$ cat src/design/otgef_pkg.sv
// Constants shared by the OTG event-flag register and its hold timer.
// Assumes a 25 MHz system clock; all times are turned into cycle counts here.
`default_nettype none

package otgef_pkg;

    // ---------------------------------------------------------------
    // Command codes
    // ---------------------------------------------------------------
    localparam logic [7:0] CMD_READ_FLAGS  = 8'h68;
    localparam logic [7:0] CMD_WRITE_FLAGS = 8'hE8;

    // ---------------------------------------------------------------
    // Register layout
    // ---------------------------------------------------------------
    localparam int          REG_WIDTH          = 16;
    localparam int          BIT_TIMER_EXPIRED  = 10;
    localparam int          BIT_LONG_SE0       = 9;
    localparam int          BIT_SESSION_REQ    = 8;
    localparam int          BIT_RESUME_DETECT  = 7;
    localparam int          BIT_PORT_SUSPEND   = 6;
    localparam int          CHANGE_FLAG_COUNT  = 6;
    localparam logic [15:0] FLAGS_RESET        = 16'h0000;
    localparam logic [15:0] FLAGS_DEFINED_MASK = 16'h07FF;

    // ---------------------------------------------------------------
    // Timing
    // ---------------------------------------------------------------
    localparam int CLK_FREQ_KHZ      = 25000;
    localparam int LONG_SE0_TIME_US  = 2000;
    localparam int SUSPEND_TIME_US   = 3000;
    // Longest-time limits: "more than" a time means strictly past these counts
    localparam int LONG_SE0_CYCLES   = LONG_SE0_TIME_US * CLK_FREQ_KHZ / 1000;
    localparam int SUSPEND_CYCLES    = SUSPEND_TIME_US * CLK_FREQ_KHZ / 1000;

    // Session request type select encodings
    localparam logic SRP_TYPE_DATA_LINE = 1'b0;
    localparam logic SRP_TYPE_VBUS      = 1'b1;

    // Synchroniser depth for pin inputs
    localparam int SYNC_STAGES = 2;

endpackage

`default_nettype wire

$ cat src/design/otgef_event_flags.sv
// Event-flag register of an OTG port: sticky flags, write one to clear.
// Assumes command strobes and event pulses are synchronous to i_sys_clk;
// the bus pins i_dp, i_dm and i_vbus_valid are asynchronous and synchronised here.
`default_nettype none

// Operation
// - Read flags with command 68h, write them with E8h; same contents.
// - Writing one clears a flag; writing zero leaves it unchanged.
// - Timer-expired flag, bit 10, sets on OTG timer time-out, sticky.
// - Long-SE0 flag, bit 9, sets after more than 2 ms of SE0.
// - Session-request flag, bit 8, sets on VBUS or data-line pulsing.
// - Session request type chosen by control register bit 9 select.
// - Resume flag, bit 7, sets on J-to-K change while suspended.
// - Suspend flag, bit 6, sets when bus idle exceeds 3 ms.
module otgef_event_flags #(
    parameter int LONG_SE0_CYCLES = otgef_pkg::LONG_SE0_CYCLES,
    parameter int SUSPEND_CYCLES  = otgef_pkg::SUSPEND_CYCLES
) (
    // Clock and reset
    input  wire logic        i_sys_clk,
    input  wire logic        i_rstn,
    // Command port
    input  wire logic        i_cmd_valid,
    input  wire logic [7:0]  i_cmd_code,
    input  wire logic [15:0] i_wr_data,
    output logic      [15:0] o_rd_data,
    output logic             o_rd_valid,
    // Event sources on the system clock
    input  wire logic        i_otg_timer_timeout,
    input  wire logic [5:0]  i_change_events,
    input  wire logic        i_session_request_type_select,
    // Bus pins, asynchronous
    input  wire logic        i_dp,
    input  wire logic        i_dm,
    input  wire logic        i_vbus_valid,
    // Flag state
    output logic      [15:0] o_event_flags,
    output logic             o_port_suspended
);

    // ---------------------------------------------------------------
    // Elaboration checks
    // ---------------------------------------------------------------
    generate
        if (LONG_SE0_CYCLES < 1 || SUSPEND_CYCLES < 1) begin : g_bad_time
            $error("otgef_event_flags: hold counts must be at least 1");
        end
    endgenerate

    // ---------------------------------------------------------------
    // Pin synchronisers
    // ---------------------------------------------------------------
    localparam int NPIN = 3;
    logic [NPIN-1:0] pin_raw;
    logic [NPIN-1:0] sync1_q;
    logic [NPIN-1:0] sync2_q;

    assign pin_raw = {i_vbus_valid, i_dm, i_dp};

    // Two flops per pin; only the second stage is used by logic
    genvar gi;
    generate
        for (gi = 0; gi < NPIN; gi++) begin : g_sync
            always_ff @(posedge i_sys_clk or negedge i_rstn) begin
                if (!i_rstn) begin
                    sync1_q[gi] <= 1'b0;
                    sync2_q[gi] <= 1'b0;
                end else begin
                    sync1_q[gi] <= pin_raw[gi];
                    sync2_q[gi] <= sync1_q[gi];
                end
            end
        end
    endgenerate

    logic dp_s;
    logic dm_s;
    logic vbus_s;
    assign dp_s   = sync2_q[0];
    assign dm_s   = sync2_q[1];
    assign vbus_s = sync2_q[2];

    // ---------------------------------------------------------------
    // Line state decode
    // ---------------------------------------------------------------
    // Full-speed polarity: J has D+ high, K has D- high
    logic line_se0;
    logic line_j;
    logic line_k;
    assign line_se0 = !dp_s && !dm_s;
    assign line_j   = dp_s && !dm_s;
    assign line_k   = !dp_s && dm_s;

    // ---------------------------------------------------------------
    // Duration timers
    // ---------------------------------------------------------------
    logic se0_expired;
    logic idle_expired;
    logic idle_held;

    otgef_hold_timer #(
        .HOLD_CYCLES (LONG_SE0_CYCLES)
    ) u_se0_timer (
        .i_sys_clk (i_sys_clk),
        .i_rstn    (i_rstn),
        .i_level   (line_se0),
        .o_expired (se0_expired),
        .o_held    ()
    );

    otgef_hold_timer #(
        .HOLD_CYCLES (SUSPEND_CYCLES)
    ) u_idle_timer (
        .i_sys_clk (i_sys_clk),
        .i_rstn    (i_rstn),
        .i_level   (line_j),
        .o_expired (idle_expired),
        .o_held    (idle_held)
    );

    // ---------------------------------------------------------------
    // Line history
    // ---------------------------------------------------------------
    logic prev_j_q;
    logic prev_j_d;
    logic prev_dp_q;
    logic prev_dp_d;
    logic prev_vbus_q;
    logic prev_vbus_d;
    logic suspended_q;
    logic suspended_d;
    logic [1:0] warm_q;
    logic [1:0] warm_d;
    logic       hist_ok;

    // Edges are only trusted once synchronisers and history hold real pin
    // values; otherwise a pin already high at reset release looks like a pulse
    localparam logic [1:0] WARM_DONE = 2'(otgef_pkg::SYNC_STAGES + 1);

    // Suspend state is kept from the previous cycle; the idle timer's held
    // output only drops the cycle after the K state arrives
    always_comb begin
        prev_j_d    = line_j;
        prev_dp_d   = dp_s;
        prev_vbus_d = vbus_s;
        suspended_d = idle_held || idle_expired;
        warm_d      = (warm_q == WARM_DONE) ? warm_q : warm_q + 2'h1;
    end

    assign hist_ok = (warm_q == WARM_DONE);

    always_ff @(posedge i_sys_clk or negedge i_rstn) begin
        if (!i_rstn) begin
            prev_j_q    <= 1'b0;
            prev_dp_q   <= 1'b0;
            prev_vbus_q <= 1'b0;
            suspended_q <= 1'b0;
            warm_q      <= 2'h0;
        end else begin
            prev_j_q    <= prev_j_d;
            prev_dp_q   <= prev_dp_d;
            prev_vbus_q <= prev_vbus_d;
            suspended_q <= suspended_d;
            warm_q      <= warm_d;
        end
    end

    // ---------------------------------------------------------------
    // Event detection
    // ---------------------------------------------------------------
    logic srp_event;
    logic resume_event;

    // A pulse is seen by its rising edge; the select picks the source
    always_comb begin
        if (i_session_request_type_select == otgef_pkg::SRP_TYPE_VBUS) begin
            srp_event = hist_ok && vbus_s && !prev_vbus_q;
        end else begin
            srp_event = hist_ok && dp_s && !prev_dp_q;
        end
    end

    assign resume_event = suspended_q && prev_j_q && line_k;

    // ---------------------------------------------------------------
    // Command decode
    // ---------------------------------------------------------------
    function automatic logic cmd_is(input logic valid,
                                    input logic [7:0] code,
                                    input logic [7:0] want);
        cmd_is = valid && (code == want);
    endfunction

    logic rd_cmd;
    logic wr_cmd;
    assign rd_cmd = cmd_is(i_cmd_valid, i_cmd_code, otgef_pkg::CMD_READ_FLAGS);
    assign wr_cmd = cmd_is(i_cmd_valid, i_cmd_code, otgef_pkg::CMD_WRITE_FLAGS);

    // ---------------------------------------------------------------
    // Flag register
    // ---------------------------------------------------------------
    logic [15:0] flags_q;
    logic [15:0] flags_d;
    logic [15:0] set_vec;
    logic [15:0] clr_vec;
    logic [15:0] rd_data_q;
    logic [15:0] rd_data_d;
    logic        rd_valid_q;
    logic        rd_valid_d;

    // Set beats clear so an event landing on a clear write is kept
    always_comb begin
        set_vec = 16'h0000;
        set_vec[otgef_pkg::BIT_TIMER_EXPIRED] = i_otg_timer_timeout;
        set_vec[otgef_pkg::BIT_LONG_SE0]      = se0_expired;
        set_vec[otgef_pkg::BIT_SESSION_REQ]   = srp_event;
        set_vec[otgef_pkg::BIT_RESUME_DETECT] = resume_event;
        set_vec[otgef_pkg::BIT_PORT_SUSPEND]  = idle_expired;
        set_vec[otgef_pkg::CHANGE_FLAG_COUNT-1:0] = i_change_events;
        clr_vec = wr_cmd ? i_wr_data : 16'h0000;
        flags_d = ((flags_q & ~clr_vec) | set_vec)
                  & otgef_pkg::FLAGS_DEFINED_MASK;
        rd_valid_d = rd_cmd;
        rd_data_d  = rd_cmd ? (flags_q & otgef_pkg::FLAGS_DEFINED_MASK)
                            : rd_data_q;
    end

    always_ff @(posedge i_sys_clk or negedge i_rstn) begin
        if (!i_rstn) begin
            flags_q    <= otgef_pkg::FLAGS_RESET;
            rd_data_q  <= 16'h0000;
            rd_valid_q <= 1'b0;
        end else begin
            flags_q    <= flags_d;
            rd_data_q  <= rd_data_d;
            rd_valid_q <= rd_valid_d;
        end
    end

    // ---------------------------------------------------------------
    // Outputs, all straight from flops
    // ---------------------------------------------------------------
    assign o_rd_data        = rd_data_q;
    assign o_rd_valid       = rd_valid_q;
    assign o_event_flags    = flags_q;
    assign o_port_suspended = suspended_q;

endmodule

`default_nettype wire

$ cat src/design/otgef_hold_timer.sv
// Hold timer: reports when a level has stayed high for more than a set count.
// Assumes its level input is already synchronous to i_sys_clk.
`default_nettype none

module otgef_hold_timer #(
    parameter int HOLD_CYCLES = 50000
) (
    // Clock and reset
    input  wire logic i_sys_clk,
    input  wire logic i_rstn,
    // Monitored level
    input  wire logic i_level,
    // Results
    output logic      o_expired,
    output logic      o_held
);

    localparam int CW = $clog2(HOLD_CYCLES + 2);

    // ---------------------------------------------------------------
    // Elaboration check
    // ---------------------------------------------------------------
    generate
        if (HOLD_CYCLES < 1) begin : g_bad_hold
            $error("otgef_hold_timer: HOLD_CYCLES must be at least 1");
        end
    endgenerate

    // ---------------------------------------------------------------
    // Counter
    // ---------------------------------------------------------------
    logic [CW-1:0] cnt_q;
    logic [CW-1:0] cnt_d;

    localparam logic [CW-1:0] LIMIT = CW'(HOLD_CYCLES);

    // Saturates one past the limit so a long level fires only once
    always_comb begin
        if (!i_level) begin
            cnt_d = '0;
        end else if (cnt_q <= LIMIT) begin
            cnt_d = cnt_q + CW'(1);
        end else begin
            cnt_d = cnt_q;
        end
    end

    always_ff @(posedge i_sys_clk or negedge i_rstn) begin
        if (!i_rstn) begin
            cnt_q <= '0;
        end else begin
            cnt_q <= cnt_d;
        end
    end

    // Pulse in the cycle the level passes the limit; held afterwards
    assign o_expired = i_level && (cnt_q == LIMIT);
    assign o_held    = (cnt_q > LIMIT);

endmodule

`default_nettype wire

$ cat config.mk
export PLATFORM = sky130hd
export DESIGN_NAME = otgef_event_flags
export DESIGN_NICKNAME = d
export VERILOG_FILES = /design/src/design/otgef_pkg.sv /design/src/design/otgef_event_flags.sv /design/src/design/otgef_hold_timer.sv
export SDC_FILE = /design/constraint.sdc
export NUM_CORES = 1
export LEC_CHECK = 0
export BUFFER_PORTS_ARGS = -buffer_cell sky130_fd_sc_hd__buf_2
export CORE_ASPECT_RATIO = 2
export CORE_MARGIN = 5
export CORE_UTILIZATION = 30
export DETAILED_ROUTE_END_ITERATION = 10
export PLACE_DENSITY = 0.49
export SYNTH_ARGS = -nofsm -noshare
export SYNTH_HDL_FRONTEND = slang
export SYNTH_SLANG_ARGS = --single-unit
$ cat constraint.sdc
create_clock -name i_sys_clk -period 2.3 [get_ports i_sys_clk]
set_input_delay 0.115 -clock i_sys_clk [delete_from_list [all_inputs] [get_ports i_sys_clk]]
set_output_delay 0.115 -clock i_sys_clk [all_outputs]
set_load 0.01 [all_outputs]
==> results.md <==
* Status: finished clean
* Worst Max-Slew Pin Slew at 0.513 ns
* Initial core utilization at 0.302
* CTS max path bufs at 2
* Ratio of cells with drive above 1 in the final layout at 0.293
* Avg Cell Area, Syn at 10.2 um2
* Synth Register Bits at 68
* Total of max-cap violations at 0
* Die X at around 84 um
* R2R Setup Slk at 0.09 ns
* Vias in the first global route at 2781
* Setup-failing EPs final at 0
* CTS tree: built
* Routability Congestion at 0.824
* Number of failing hold endpoints at the final stage at 0
* Top cell type's share of synthesized area at 0.522
* I/O pin count at 72
* Post-route worst setup slack at 0.0900 ns
* Insertion delay to the later sink of the worst-skew pair at 0.33 ns
* Slew margin rel. at 0.658
* Fill count at 1103
* Hold/Removal Path Class: in -> reg
* Post-synth ARST share at 1.00
* Port bufs at 56
* CP endpoint kind: register
* Sequential element share of the synthesized area at 0.522
* Initial antenna violation count at 0
* Post-synthesis cell type count at 51
* Pwr Density at around 700 nW/um2
* # rows at 54
* Minimum clock period at between 2 and 2.5 ns
* Hold endpoint: o_event_flags[7]$_DFF_PN0_
* Setup TNS at 0 ns
* DP HPWL at 6230 um
* Total GRT Usage at 0.133
* Ys Warns at 0
* Post-CTS setup repair buffer count at 0
* Post-synth top area cell: dfrtp_1
* Vias per inst at slightly below 5
* Drt initial violations at about 60
* Skew final at 0.00333 ns
* Pleak at 1.87 nW
* Fmax at around 450 MHz
* Crit Path Category: reg -> reg
* Post-Synthesis Cells at 318
* Pre-antenna DRT Iters at 4
* Area of the multi-input gates at 1470 um2
* Fin. max-slew vios at 0
* Area growth from synthesis to layout at 32.8%
* Largest cells by area after synthesis: dfrtp_1 (52%), mux2_2 (4.1%), nand2_1 (4.0%)
* Fin nets at 451
* Drt wl/cell at approximately 15 um
* Global-route wire length before repair at 13700 um
* Core area at 10800 um2
* Peak VDD IR at 0.000454 V
* Root Driver: clkbuf_16
* H-tree levels at 3
* EDFF count, synth at 0
* Fin crit share at 0.961
* Synthesized cell area at 3260 um2
* Register area at ~1700 um2
* HP Start: i_wr_data[7]
* Critical Path AT at 2.45 ns
* Pre-CTS WS at 0.00498 ns
* Reg2reg start: u_se0_timer.cnt_q[13]$_DFFE_PN0P_
* Reg-to-Reg End: u_se0_timer.cnt_q[11]$_DFFE_PN0P_
* Die height at 157 um
* Required time worst endpoint at 2.54 ns
* Die area at 13200 um2
* Sink Count at 68
* CTS clk-pin slew, worst paths at ~0.06 ns
* Worst Path Max Fanout at 11
* Via count at 2739
* Unrepaired setup endpoints after global routing: no
* Leading register cell type out of synthesis: dfrtp_1
* Largest net degree at the start of global routing at 69
* Remaining antenna violation count after routing at 0
* Post-Route WL at approximately 8500 um
* DRC Markers at 0
* Diode count at 0
* GRT overflow at 0
* CTS Buf Count at 9
* Hold depth at 4
* Reg2reg path depth at 5
* Startpoint types: register
-- power by group --
group          switching (W)  internal, W  total (W)  leakage [nW]
combinational      0.0000893    0.0000730   0.000162         0.841
clock               0.000516      0.00112    0.00164         0.176
sequential         0.0000155      0.00123    0.00124         0.858
total               0.000621      0.00242    0.00304          1.87
-- cells by family after synthesis --
logic type / share of synthesized area
fa+ha+maj: 0.0192
flops: 0.522
mux: 0.0476
other cells: 0.00115
buf+inv: 0.0499
compound gates: 0.169
xor+xnor: 0.0108
simple gates: 0.180
-- placed cells by master (no fill, tap or decap), drive strengths merged, types with 4 or more instances in the layout --
cell type and instances:
dlygate4sd3 11, and3 6, ha 5, or4 10, or3 6, nand2 35, a31oi 4, conb 10
dfrtp 68, o31ai 9, nand3 16, nor2 15, o21ai 18, inv 10, buf 80, clkbuf 11
nor3 7, mux2 12, a2111o 4, a21o 7, a21oi 23
-- stage by stage --
step	std cells	cell area (um2)	hold slack [ns]	power (W)	util
after floorplan	327	3290	-0.181	0.00133	-
after global placement	526	3820	0.168	0.00141	0.353
after detailed placement	526	3820	0.169	0.00142	0.353
after CTS	553	4300	0.0355	0.00310	0.398
after global routing	553	4330	0.0490	0.00316	0.400
final	553	4330	0.0479	0.00304	0.400
-- state kept, by name (all words and copies together) (netlist names) --
signal,cells
u_idle_timer.cnt_q,17
u_se0_timer.cnt_q,16
o_event_flags,11
o_rd_data,11
sync1_q,3
warm_q,2
dm_s,1
dp_s,1
o_port_suspended,1
o_rd_valid,1
prev_dp_q,1
prev_j_q,1
prev_vbus_d,1
prev_vbus_q,1
-- cell type report --
| type | instances | share of cell area |
|---|---|---|
| Inverter | 10 | 0.00867 |
| Clock buffer | 11 | 0.0584 |
| Clock inverter | 5 | 0.0249 |
| Multi-Input combinational cell | 228 | 0.340 |
| Tap cell | 140 | 0.0405 |
| Timing Repair Buffer | 91 | 0.135 |
| Sequential cell | 68 | 0.393 |
-- worst max-delay path by stage --
stage                                                  from                           endpoint
final                     u_se0_timer.cnt_q[13]$_DFFE_PN0P_  u_se0_timer.cnt_q[11]$_DFFE_PN0P_
after global routing       u_se0_timer.cnt_q[0]$_DFFE_PN0P_   u_se0_timer.cnt_q[8]$_DFFE_PN0P_
after CTS                 u_se0_timer.cnt_q[13]$_DFFE_PN0P_  u_se0_timer.cnt_q[11]$_DFFE_PN0P_
after detailed placement   u_se0_timer.cnt_q[0]$_DFFE_PN0P_   u_se0_timer.cnt_q[6]$_DFFE_PN0P_
after global placement     u_se0_timer.cnt_q[0]$_DFFE_PN0P_   u_se0_timer.cnt_q[7]$_DFFE_PN0P_
after floorplan            u_se0_timer.cnt_q[0]$_DFFE_PN0P_  u_se0_timer.cnt_q[10]$_DFFE_PN0P_
-- timing repair --
| action | in CTS | in global routing |
|---|---|---|
| cloned | 0 | 0 |
| endpoints found under the hold margin | 78 | 0 |
| hold buffers | 11 | 0 |
| gates resized for setup | 2 | 5 |
| pin swaps | 1 | 3 |
| endpoints found under the setup margin | 4 | 11 |
-- critical path, stage by stage (launching register included) --
cell and delay [ns]:
dfrtp_1 0.40, or4_4 0.55, a32oi_4 0.30, o21ai_4 0.16, or4_4 0.54, a21oi_1 0.17
-- Yosys cell counts (5+ instances only) --
cell type   n
nor3_1      7
o21ai_0    17
a21o_1      7
mux2_2     12
buf_4      10
clkbuf_1    9
a21oi_1    23
nand2_1    35
nand3_1    16
or3_1       6
or4_1      10
nor2_1     15
and3_1      6
dfrtp_1    68
inv_1      10
ha_1        5
o31ai_1     9
-- routing by layer --
layer	global-route usage	vias up	share of wire
met5	0	-	0
met4	0.0652	0	0.021
met3	0.0246	14	0.031
met2	0.266	55	0.60
met1	0.127	1345	0.35
li1	-	1325	-
(Power assumes the default switching activity.)
